**src/rtl/gyro_irq_pkg.sv**
```systemverilog
// constants for the angular-rate interrupt routing block
package gyro_irq_pkg;
  // ---------------------------------------------------------------
  // register offsets
  // ---------------------------------------------------------------
  localparam logic [7:0] OFS_PIN_A_MOTION_MAP = 8'h17;
  localparam logic [7:0] OFS_EVENT_PIN_MAP = 8'h18;
  localparam logic [7:0] OFS_PIN_B_MOTION_MAP = 8'h19;
  localparam logic [7:0] OFS_DETECTOR_SOURCE = 8'h1a;
  localparam logic [7:0] OFS_THRESHOLD_SOURCE = 8'h1b;
  localparam logic [7:0] OFS_DURATION_AXIS = 8'h1c;
  localparam logic [7:0] OFS_NEWDATA_ENABLE = 8'h15;
  localparam logic [7:0] OFS_LATCH_CTRL = 8'h21;
  // ---------------------------------------------------------------
  // reset values
  // ---------------------------------------------------------------
  localparam logic [7:0] RST_MAP = 8'h00;
  localparam logic [7:0] RST_SOURCE = 8'h00;
  localparam logic [7:0] RST_THRESHOLD = 8'h04;
  localparam logic [7:0] RST_DURATION = 8'ha0;
  localparam logic [7:0] RST_ENABLE = 8'h00;
  // ---------------------------------------------------------------
  // field positions
  // ---------------------------------------------------------------
  localparam int BIT_MOTION_RATE = 3;
  localparam int BIT_MOTION_ANY = 1;
  localparam int BIT_A_NEWDATA = 0;
  localparam int BIT_A_QUICKCAL = 1;
  localparam int BIT_A_QUEUE = 2;
  localparam int BIT_A_AUTOCAL = 3;
  localparam int BIT_B_AUTOCAL = 4;
  localparam int BIT_B_QUEUE = 5;
  localparam int BIT_B_QUICKCAL = 6;
  localparam int BIT_B_NEWDATA = 7;
  localparam int BIT_SLOWCAL_RAW = 5;
  localparam int BIT_RATE_RAW = 3;
  localparam int BIT_MOTION_RAW = 1;
  localparam int BIT_QUICKCAL_RAW = 7;
  localparam int BIT_NEWDATA_EN = 7;
  localparam int BIT_LATCH_RELEASE = 7;
  // masks of writable bits, reserved bits read zero
  localparam logic [7:0] MASK_MOTION_MAP = 8'h0a;
  localparam logic [7:0] MASK_SOURCE = 8'h2a;
  localparam logic [7:0] MASK_DURATION = 8'hf7;
  localparam logic [7:0] MASK_ENABLE = 8'hc4;
  // ---------------------------------------------------------------
  // scaling
  // ---------------------------------------------------------------
  localparam int THRESH_STEP_SHIFT = 4;
  localparam int AWAKE_BASE = 8;
  localparam int MOTION_DUR_STEP = 4;
  // event index order on the shared event vector
  typedef enum logic [2:0] {
    EV_NEWDATA, EV_QUEUE, EV_QUICKCAL, EV_AUTOCAL, EV_RATE, EV_MOTION
  } event_idx_t;
  localparam int NUM_EVENTS = 6;
endpackage : gyro_irq_pkg

```
**src/rtl/gyro_cfg_if.sv**
```systemverilog
// configuration carrier between register file and routing logic
interface gyro_cfg_if;
  logic [gyro_irq_pkg::NUM_EVENTS-1:0] route_a;
  logic [gyro_irq_pkg::NUM_EVENTS-1:0] route_b;
  logic newdata_enable;
  modport regs (output route_a, output route_b, output newdata_enable);
  modport route (input route_a, input route_b, input newdata_enable);
endinterface : gyro_cfg_if

```
**src/rtl/gyro_pin_router.sv**
```systemverilog
// ors the mapped events onto the two interrupt pins
module gyro_pin_router (
  // clock and reset
  input wire logic clk_sys,
  input wire logic rst_n,
  // configuration
  gyro_cfg_if.route cfg,
  // events
  input wire logic [gyro_irq_pkg::NUM_EVENTS-1:0] events,
  // pins, active high before polarity
  output logic pin_a,
  output logic pin_b
);
  logic [gyro_irq_pkg::NUM_EVENTS-1:0] gated;
  logic pin_a_next;
  logic pin_b_next;
  logic pin_a_reg;
  logic pin_b_reg;

  // newdata gate
  assign gated = {events[gyro_irq_pkg::NUM_EVENTS-1:1],
                  events[gyro_irq_pkg::EV_NEWDATA] & cfg.newdata_enable};
  // or of mapped
  assign pin_a_next = |(gated & cfg.route_a);
  assign pin_b_next = |(gated & cfg.route_b);

  always_ff @(posedge clk_sys or negedge rst_n) begin
    if (!rst_n) begin
      pin_a_reg <= 1'b0;
      pin_b_reg <= 1'b0;
    end else begin
      pin_a_reg <= pin_a_next;
      pin_b_reg <= pin_b_next;
    end
  end

  assign pin_a = pin_a_reg;
  assign pin_b = pin_b_reg;
endmodule : gyro_pin_router

```
**src/rtl/gyro_motion_cfg.sv**
```systemverilog
// decodes the any-motion settings into working values
module gyro_motion_cfg (
  // fields
  input wire logic [7:0] threshold_reg,
  input wire logic [7:0] duration_reg,
  // decoded
  output logic [11:0] motion_threshold_lsb,
  output logic [6:0] awake_samples,
  output logic [4:0] motion_samples,
  output logic [2:0] axis_enable,
  output logic motion_enabled
);
  logic [7:0] th_plus;

  // (field+1)*16
  assign th_plus = {1'b0, threshold_reg[6:0]} + 8'h01;
  // field 7f gives 2048, so the result needs twelve bits
  assign motion_threshold_lsb = {4'h0, th_plus} <<
                                gyro_irq_pkg::THRESH_STEP_SHIFT;
  // 8,16,32,64
  assign awake_samples = 7'(gyro_irq_pkg::AWAKE_BASE) << duration_reg[7:6];
  // 4,8,12,16
  assign motion_samples = 5'((duration_reg[5:4] + 3'h1)
                          * gyro_irq_pkg::MOTION_DUR_STEP);
  // any axis enables
  assign axis_enable = duration_reg[2:0];
  assign motion_enabled = |duration_reg[2:0];
endmodule : gyro_motion_cfg

```
**src/rtl/gyro_irq_routing.sv**
```systemverilog
// register file and interrupt pin routing for the angular-rate part
// Behaviour
// map0 bit3 routes high rate to pin a
// map0 bit1 routes any-motion to pin a
// map1 bit0 routes new data to pin a
// map1 bit7 routes new data to pin b
// map1 bit1 routes quick offset to pin a
// map1 bit6 routes quick offset to pin b
// map1 bit2 routes queue event to pin a
// map1 bit5 routes queue event to pin b
// map1 bit3 routes auto offset to pin a
// map1 bit4 routes auto offset to pin b
// map2 bit3 routes high rate to pin b
// map2 bit1 routes any-motion to pin b
// source bit5 picks raw for slow offset
// source bit3 picks raw for high rate
// source bit1 picks raw for any-motion
// threshold bit7 picks raw for quick offset
// threshold is (field plus one) times 16
// awake duration 8,16,32,64 samples
// motion duration 4,8,12,16 samples
// any axis enable enables any-motion
// new data enable gates new data event
// host writes one to release latches
// pin is or of mapped events
// software writes zero to reserved bits
module gyro_irq_routing (
  // clock and reset
  input wire logic clk_sys,
  input wire logic arst_n,
  // register port
  input wire logic reg_wr,
  input wire logic reg_rd,
  input wire logic [7:0] reg_addr,
  input wire logic [7:0] reg_wdata,
  output logic [7:0] reg_rdata,
  // events from the detectors, same clock
  input wire logic ev_newdata,
  input wire logic ev_queue,
  input wire logic ev_quickcal,
  input wire logic ev_autocal,
  input wire logic ev_rate,
  input wire logic ev_motion,
  // interrupt pins, active high
  output logic gyro_irq_pin_a,
  output logic gyro_irq_pin_b,
  // data source selects
  output logic slowcal_use_raw,
  output logic rate_use_raw,
  output logic motion_use_raw,
  output logic quickcal_use_raw,
  // any-motion settings
  output logic [6:0] motion_threshold,
  output logic [11:0] motion_threshold_lsb,
  output logic [6:0] awake_samples,
  output logic [4:0] motion_samples,
  output logic [2:0] axis_enable,
  output logic motion_enabled,
  // latch release pulse
  output logic latch_release
);
  // ---------------------------------------------------------------
  // reset synchroniser
  // ---------------------------------------------------------------
  logic rst_meta_reg;
  logic rst_n_reg;

  always_ff @(posedge clk_sys or negedge arst_n) begin
    if (!arst_n) begin
      rst_meta_reg <= 1'b0;
      rst_n_reg <= 1'b0;
    end else begin
      rst_meta_reg <= 1'b1;
      rst_n_reg <= rst_meta_reg;
    end
  end

  // ---------------------------------------------------------------
  // registers
  // ---------------------------------------------------------------
  logic [7:0] map_a_reg;
  logic [7:0] map_ev_reg;
  logic [7:0] map_b_reg;
  logic [7:0] source_reg;
  logic [7:0] threshold_reg;
  logic [7:0] duration_reg;
  logic [7:0] enable_reg;
  logic release_reg;
  logic [7:0] rdata_reg;

  logic hit_map_a;
  logic hit_map_ev;
  logic hit_map_b;
  logic hit_source;
  logic hit_threshold;
  logic hit_duration;
  logic hit_enable;
  logic hit_latch;

  function automatic logic hit(input logic [7:0] a, input logic [7:0] ofs);
    hit = (a == ofs);
  endfunction : hit

  assign hit_map_a = hit(reg_addr, gyro_irq_pkg::OFS_PIN_A_MOTION_MAP);
  assign hit_map_ev = hit(reg_addr, gyro_irq_pkg::OFS_EVENT_PIN_MAP);
  assign hit_map_b = hit(reg_addr, gyro_irq_pkg::OFS_PIN_B_MOTION_MAP);
  assign hit_source = hit(reg_addr, gyro_irq_pkg::OFS_DETECTOR_SOURCE);
  assign hit_threshold = hit(reg_addr, gyro_irq_pkg::OFS_THRESHOLD_SOURCE);
  assign hit_duration = hit(reg_addr, gyro_irq_pkg::OFS_DURATION_AXIS);
  assign hit_enable = hit(reg_addr, gyro_irq_pkg::OFS_NEWDATA_ENABLE);
  assign hit_latch = hit(reg_addr, gyro_irq_pkg::OFS_LATCH_CTRL);

  // reserved bits are masked so they always read zero
  always_ff @(posedge clk_sys or negedge rst_n_reg) begin
    if (!rst_n_reg) begin
      map_a_reg <= gyro_irq_pkg::RST_MAP;
      map_ev_reg <= gyro_irq_pkg::RST_MAP;
      map_b_reg <= gyro_irq_pkg::RST_MAP;
      source_reg <= gyro_irq_pkg::RST_SOURCE;
      threshold_reg <= gyro_irq_pkg::RST_THRESHOLD;
      duration_reg <= gyro_irq_pkg::RST_DURATION;
      enable_reg <= gyro_irq_pkg::RST_ENABLE;
    end else if (reg_wr) begin
      if (hit_map_a)
        map_a_reg <= reg_wdata & gyro_irq_pkg::MASK_MOTION_MAP;
      if (hit_map_ev)
        map_ev_reg <= reg_wdata;
      if (hit_map_b)
        map_b_reg <= reg_wdata & gyro_irq_pkg::MASK_MOTION_MAP;
      if (hit_source)
        source_reg <= reg_wdata & gyro_irq_pkg::MASK_SOURCE;
      if (hit_threshold)
        threshold_reg <= reg_wdata;
      if (hit_duration)
        duration_reg <= reg_wdata & gyro_irq_pkg::MASK_DURATION;
      if (hit_enable)
        enable_reg <= reg_wdata & gyro_irq_pkg::MASK_ENABLE;
    end
  end

  // release pulse
  always_ff @(posedge clk_sys or negedge rst_n_reg) begin
    if (!rst_n_reg)
      release_reg <= 1'b0;
    else
      release_reg <= reg_wr & hit_latch
                     & reg_wdata[gyro_irq_pkg::BIT_LATCH_RELEASE];
  end
  assign latch_release = release_reg;

  // ---------------------------------------------------------------
  // read back
  // ---------------------------------------------------------------
  logic [7:0] rdata_next;

  assign rdata_next = hit_map_a ? map_a_reg :
                      hit_map_ev ? map_ev_reg :
                      hit_map_b ? map_b_reg :
                      hit_source ? source_reg :
                      hit_threshold ? threshold_reg :
                      hit_duration ? duration_reg :
                      hit_enable ? enable_reg : 8'h00;

  always_ff @(posedge clk_sys or negedge rst_n_reg) begin
    if (!rst_n_reg)
      rdata_reg <= 8'h00;
    else if (reg_rd)
      rdata_reg <= rdata_next;
  end
  assign reg_rdata = rdata_reg;

  // ---------------------------------------------------------------
  // routing configuration
  // ---------------------------------------------------------------
  gyro_cfg_if cfg ();
  logic [gyro_irq_pkg::NUM_EVENTS-1:0] events;

  assign events = {ev_motion, ev_rate, ev_autocal, ev_quickcal, ev_queue,
                   ev_newdata};
  // newdata a
  assign cfg.route_a[gyro_irq_pkg::EV_NEWDATA] =
    map_ev_reg[gyro_irq_pkg::BIT_A_NEWDATA];
  // queue a
  assign cfg.route_a[gyro_irq_pkg::EV_QUEUE] =
    map_ev_reg[gyro_irq_pkg::BIT_A_QUEUE];
  // quickcal a
  assign cfg.route_a[gyro_irq_pkg::EV_QUICKCAL] =
    map_ev_reg[gyro_irq_pkg::BIT_A_QUICKCAL];
  // autocal a
  assign cfg.route_a[gyro_irq_pkg::EV_AUTOCAL] =
    map_ev_reg[gyro_irq_pkg::BIT_A_AUTOCAL];
  // rate a
  assign cfg.route_a[gyro_irq_pkg::EV_RATE] =
    map_a_reg[gyro_irq_pkg::BIT_MOTION_RATE];
  // motion a
  assign cfg.route_a[gyro_irq_pkg::EV_MOTION] =
    map_a_reg[gyro_irq_pkg::BIT_MOTION_ANY];
  // newdata b
  assign cfg.route_b[gyro_irq_pkg::EV_NEWDATA] =
    map_ev_reg[gyro_irq_pkg::BIT_B_NEWDATA];
  // queue b
  assign cfg.route_b[gyro_irq_pkg::EV_QUEUE] =
    map_ev_reg[gyro_irq_pkg::BIT_B_QUEUE];
  // quickcal b
  assign cfg.route_b[gyro_irq_pkg::EV_QUICKCAL] =
    map_ev_reg[gyro_irq_pkg::BIT_B_QUICKCAL];
  // autocal b
  assign cfg.route_b[gyro_irq_pkg::EV_AUTOCAL] =
    map_ev_reg[gyro_irq_pkg::BIT_B_AUTOCAL];
  // rate b
  assign cfg.route_b[gyro_irq_pkg::EV_RATE] =
    map_b_reg[gyro_irq_pkg::BIT_MOTION_RATE];
  // motion b
  assign cfg.route_b[gyro_irq_pkg::EV_MOTION] =
    map_b_reg[gyro_irq_pkg::BIT_MOTION_ANY];
  // newdata enable
  assign cfg.newdata_enable = enable_reg[gyro_irq_pkg::BIT_NEWDATA_EN];

  // the pins are registered so glitches of the or never reach the host
  gyro_pin_router u_router (
    .clk_sys(clk_sys),
    .rst_n(rst_n_reg),
    .cfg(cfg.route),
    .events(events),
    .pin_a(gyro_irq_pin_a),
    .pin_b(gyro_irq_pin_b)
  );

  // ---------------------------------------------------------------
  // source selects and motion settings
  // ---------------------------------------------------------------
  // slow offset source
  assign slowcal_use_raw = source_reg[gyro_irq_pkg::BIT_SLOWCAL_RAW];
  // high rate source
  assign rate_use_raw = source_reg[gyro_irq_pkg::BIT_RATE_RAW];
  // motion source
  assign motion_use_raw = source_reg[gyro_irq_pkg::BIT_MOTION_RAW];
  // quick offset source
  assign quickcal_use_raw = threshold_reg[gyro_irq_pkg::BIT_QUICKCAL_RAW];
  assign motion_threshold = threshold_reg[6:0];

  gyro_motion_cfg u_motion (
    .threshold_reg(threshold_reg),
    .duration_reg(duration_reg),
    .motion_threshold_lsb(motion_threshold_lsb),
    .awake_samples(awake_samples),
    .motion_samples(motion_samples),
    .axis_enable(axis_enable),
    .motion_enabled(motion_enabled)
  );
endmodule : gyro_irq_routing

```
**config.mk**
```make
export PLATFORM = sky130hd
export DESIGN_NAME = gyro_irq_routing
export DESIGN_NICKNAME = d
export VERILOG_FILES = /design/src/rtl/gyro_irq_pkg.sv /design/src/rtl/gyro_cfg_if.sv /design/src/rtl/gyro_pin_router.sv /design/src/rtl/gyro_motion_cfg.sv /design/src/rtl/gyro_irq_routing.sv
export SDC_FILE = /design/constraint.sdc
export NUM_CORES = 1
export LEC_CHECK = 0
export ABC_AREA = 1
export BUFFER_PORTS_ARGS = -buffer_cell sky130_fd_sc_hd__buf_2
export CAP_MARGIN = 20
export CORE_ASPECT_RATIO = 1.75
export CORE_MARGIN = 2
export CORE_UTILIZATION = 46
export CTS_CLUSTER_SIZE = 14
export DETAILED_ROUTE_END_ITERATION = 7
export HOLD_SLACK_MARGIN = 0.08
export PLACE_DENSITY = 0.75
export SLEW_MARGIN = 20
export SYNTH_ARGS = -nofsm -noshare
export SYNTH_HDL_FRONTEND = slang
export SYNTH_HIERARCHICAL = 1
export SYNTH_SLANG_ARGS = --single-unit
```
**constraint.sdc**
```tcl
create_clock -name clk_sys -period 1.29 [get_ports clk_sys]
set_input_delay 0.258 -clock clk_sys [delete_from_list [all_inputs] [get_ports clk_sys]]
set_output_delay 0.258 -clock clk_sys [all_outputs]
set_load 0.1 [all_outputs]
```
### Word-level counts from Yosys, hierarchy flattened

Cells that the tools add are included.

| operators by class | value |
|---|---|
| add/subtract/negate cells | 2 |
| equality and inequality tests | 8 |
| shifts and indexed selects | 1 |
| mux-type cells | 7 |
| bitwise gates (word level) | 5 |
| reduce and logical (&&, ||, !) cells | 10 |

Operator list:

| cell | number |
|---|---|
| equality test 8 x 5 -> 1 bit, second input constant | 7 |
| two-way mux 8 bit | 7 |
| AND reduction 2 bit | 7 |
| AND 6 bit | 2 |
| OR reduction 6 bit | 2 |
| adder 7 x 1 -> 8 bit, second input constant | 1 |
| equality test 8 x 6 -> 1 bit, second input constant | 1 |
| left shift 4 x 2 -> 7 bit, first input constant | 1 |
| adder 2 x 1 -> 3 bit, second input constant | 1 |
| AND 1 bit | 3 |
| OR reduction 3 bit | 1 |

| word-level totals | value |
|---|---|
| bits in registers | 46 |
| bits of input ports | 26 |
| output and inout port bits | 50 |

### Logic depth before layout (Yosys ltp)

| depth | value |
|---|---|
| word-level depth | 8 |
| gate-level depth with buffers | 10 |
| mapped depth without buffers | 9 |

### Modules after synthesis

The synthesis kept the hierarchy.

By module, submodules not included:

| module | instances | cells an instance | area each (µm²) |
|---|---|---|---|
| gyro_irq_routing | 1 | 241 | 2085.8 |
| gyro_motion_cfg | 1 | 47 | 280.3 |
| gyro_pin_router | 1 | 29 | 151.4 |

### Worst setup path before layout

No wires, ideal clock.

| timing | value |
|---|---|
| path type | register to output |
| from | register threshold_reg[3] |
| to | output motion_threshold_lsb[11] |
| data arrival time | 3.363 ns |
| data required time | 1.032 ns |
| path slack | -2.331 ns |
| stages on the path, launching flop included | 3 |
| path through | dfrtp_1 > nand2_1 > nor3_1 |

| between the ends | value |
|---|---|
| cells in the longest elaborated chain, start to end | 1 |

RTL lines:

| element | RTL line | RTL |
|---|---|---|
| from (decl) | gyro_irq_routing.sv:85 | `logic [7:0] threshold_reg;` |
| from (signal assigned) | gyro_irq_routing.sv:120 | `threshold_reg <= gyro_irq_pkg::RST_THRESHOLD;` |
| from (signal assigned) | gyro_irq_routing.sv:133 | `threshold_reg <= reg_wdata;` |
| adder 7 x 1 -> 8 bit | gyro_motion_cfg.sv:16 | `assign th_plus = {1'b0, threshold_reg[6:0]} + 8'h01;` |
| to (decl) | gyro_irq_routing.sv:54 | `output logic [11:0] motion_threshold_lsb,` |

Every way passes these cells.

### Final worst setup path

| timing | value |
|---|---|
| from | register threshold_reg[2] |
| to | output motion_threshold_lsb[10] |

The elaborated chain is that of the path after synthesis.

==> flow_metrics.env <==
export IMPL_cts_tree="done"
export IMPL_fp_dieW_um=59.88
export IMPL_fin_crit_sh_pct=139.6
export IMPL_crit_path_end_kind="primary output"
export IMPL_drt_iter0_markers=105
export IMPL_power_density_nw_per_um2=1029
export IMPL_rsz0062_at_grt="yes"
export IMPL_cts_root_buf="clkbuf_8"
export IMPL_layout_min_cycle_time_ns=1.801
export IMPL_crit_required_ns=1.03
export IMPL_syn2layout_area_growth_pct=69.39
export IMPL_power_leakage_nw=2.055
export IMPL_setup_tns_final_ns=-5.525
export IMPL_dieHeight_um=101.8
export IMPL_whs_ns=0.2077
export IMPL_crit_slowest_cell="dfstp_4"
export IMPL_slew_violations=0
export IMPL_hold_viol_final=0
export IMPL_clockBufferDepth=2
export IMPL_max_stage_delay_ns=0.69
export IMPL_hold_path_class="in2reg"
export IMPL_path_cells="nand2_1 > nor2_2 > nand3_2 > nand2_4 > buf_12"
export IMPL_rows=35
export IMPL_start_util_pct=47.83
export IMPL_routed_wl_um=7595
export IMPL_grt_pass1_wl_um=11990
export IMPL_violations="setup timing"
export IMPL_worstSetupStartpointType="register"
export IMPL_drtPass1Iterations=6
export IMPL_final_util_pct=81.02
export IMPL_num_nets_final=455
export IMPL_place_area_sq_um=3933
export IMPL_htreeDepth=2
export IMPL_grt_pass1_vias=2668
export IMPL_nFillCells=297
export IMPL_stdcell_area_sq_um=4258
export IMPL_antenna_left=0
export IMPL_track_usage_pct=26.24
export IMPL_pin_count=76
export IMPL_setup_violations=23
export IMPL_layout_drive_gt1_share_pct=43.69
export IMPL_syn_inst=316
export IMPL_clk_latency_ns=0.30
export IMPL_gr_total_overflow=0
export IMPL_maxCapViolations=0
export IMPL_core_area_sq_um=5255
export IMPL_power_mw=4.381
export IMPL_gp_congestion=0.8746
export IMPL_grt_antenna_before_repair=0
export IMPL_fin_ws_ns=-0.5113
export IMPL_placedCellCount=464
export IMPL_dp_slack_ns=-0.2145
export IMPL_crit_arrival_ns=1.54
export IMPL_fmax_mhz=555.1
export IMPL_worst_path_buf_inv=1
export IMPL_crit_family="flip-flops"
export IMPL_grt_max_degree=45
export IMPL_clock_sinks=46
export IMPL_path_clk_slew_ns=0.08
export IMPL_finClkSkew_ns=0.005657
export IMPL_drc=0
export IMPL_netlist_area_sq_um=2514
export IMPL_post_drt_via_cell_ratio=5.323
export IMPL_cts_buffers=5
export IMPL_path_class="reg2out"
export IMPL_routedWlPerCell_um=15.72
export IMPL_syn_area_per_cell_sq_um=7.955
export IMPL_num_vias=2571
export IMPL_yosysWarningCount=6
export IMPL_io_buffer_count=66
export IMPL_crit_path_max_fanout=7
export IMPL_outcome="finished with violations"
export IMPL_dp_hpwl_um=5614
export IMPL_antenna_cells=0
export IMPL_die_area_sq_um=6095
export IMPL_vdd_ir_drop_max_uv=776.2
export IMPL_fin_cells=483
-- path summary, 6_finish.rpt --
path | startpoint | to | slack [ns] | cells past startpoint
worst max-delay path | threshold_reg[2] | motion_threshold_lsb[10] | -0.51 | 5
worst min register to register | rst_n_reg | map_a_reg[3] | 0.22 | 1
max in group asynchronous | rst_n_reg | threshold_reg[2] | 0.79 | 1
worst max register to register | threshold_reg[3] | reg_rdata[3] | 0.01 | 8
min in group asynchronous | rst_n_reg | map_a_reg[3] | 0.22 | 1
worst min-delay path | reg_wdata[3] | map_a_reg[3] | 0.21 | 3
-- power breakdown --
group / switching (mW) / total (mW) / leakage (nW) / internal (mW)
Clock: 0.467 / 0.899 / 0.0482 / 0.432
Sequential: 0.103 / 1.65 / 0.562 / 1.55
Combinational: 1.18 / 1.83 / 1.44 / 0.652
-- cells in the final DEF (no fill, tap or decap), types with 2 or more instances in the layout --
master      instances
nand3_1            28
nor2_2              2
inv_1              29
dfstp_2             2
clkinvlp_4          2
nor2_4              6
nand2_4             4
inv_4               3
nand2_2             4
dfrtp_2            11
buf_2              25
inv_2               4
buf_6              15
o211ai_1            2
nand4_1             6
nand2_1            80
conb_1             10
nor2_1             19
inv_6               2
o21a_1             15
ha_4                2
buf_4              29
clkbuf_8            6
buf_12             44
or2_2               2
mux2_2              2
xnor2_4             2
nand3_2             6
o21ai_0            13
o21ai_1             3
dfrtp_1            29
dfrtp_4             3
-- cell type report --
class / instances / area, sq um / share of cell area (%)
repair buffers: 115 / 1418 / 33.29
multi-input cells: 219 / 1321 / 31.03
flip-flops and latches: 46 / 1184 / 27.80
inverters: 40 / 175.2 / 4.114
clock buffers: 7 / 86.33 / 2.028
well taps: 55 / 68.82 / 1.616
clock inverters: 1 / 5.005 / 0.1175
-- timing repair --
| item | 4_1_cts | 5_1_grt |
|---|---|---|
| endpoints found under the setup margin | 23 | 27 |
| pin swaps | 12 | 10 |
| resized for setup | 28 | 12 |
| hold buffers | 1 | 0 |
| setup buffers | 8 | 6 |
| endpoints found under the hold margin | 2 | 0 |
-- layer usage --
layer	routed length, um	global-route usage [%]	share of wire, %
met2	4163	46.82	55
met4	443	15.73	5.8
met5	0	0	0
met3	322	2.937	4.2
met1	2666	28.48	35
-- tightest hold or removal path, stage by stage --
cell     delay (ns)
buf_2          0.11
nand2_1        0.05
o21ai_0        0.06
No activity file was read; power rests on OpenSTA's default activity.
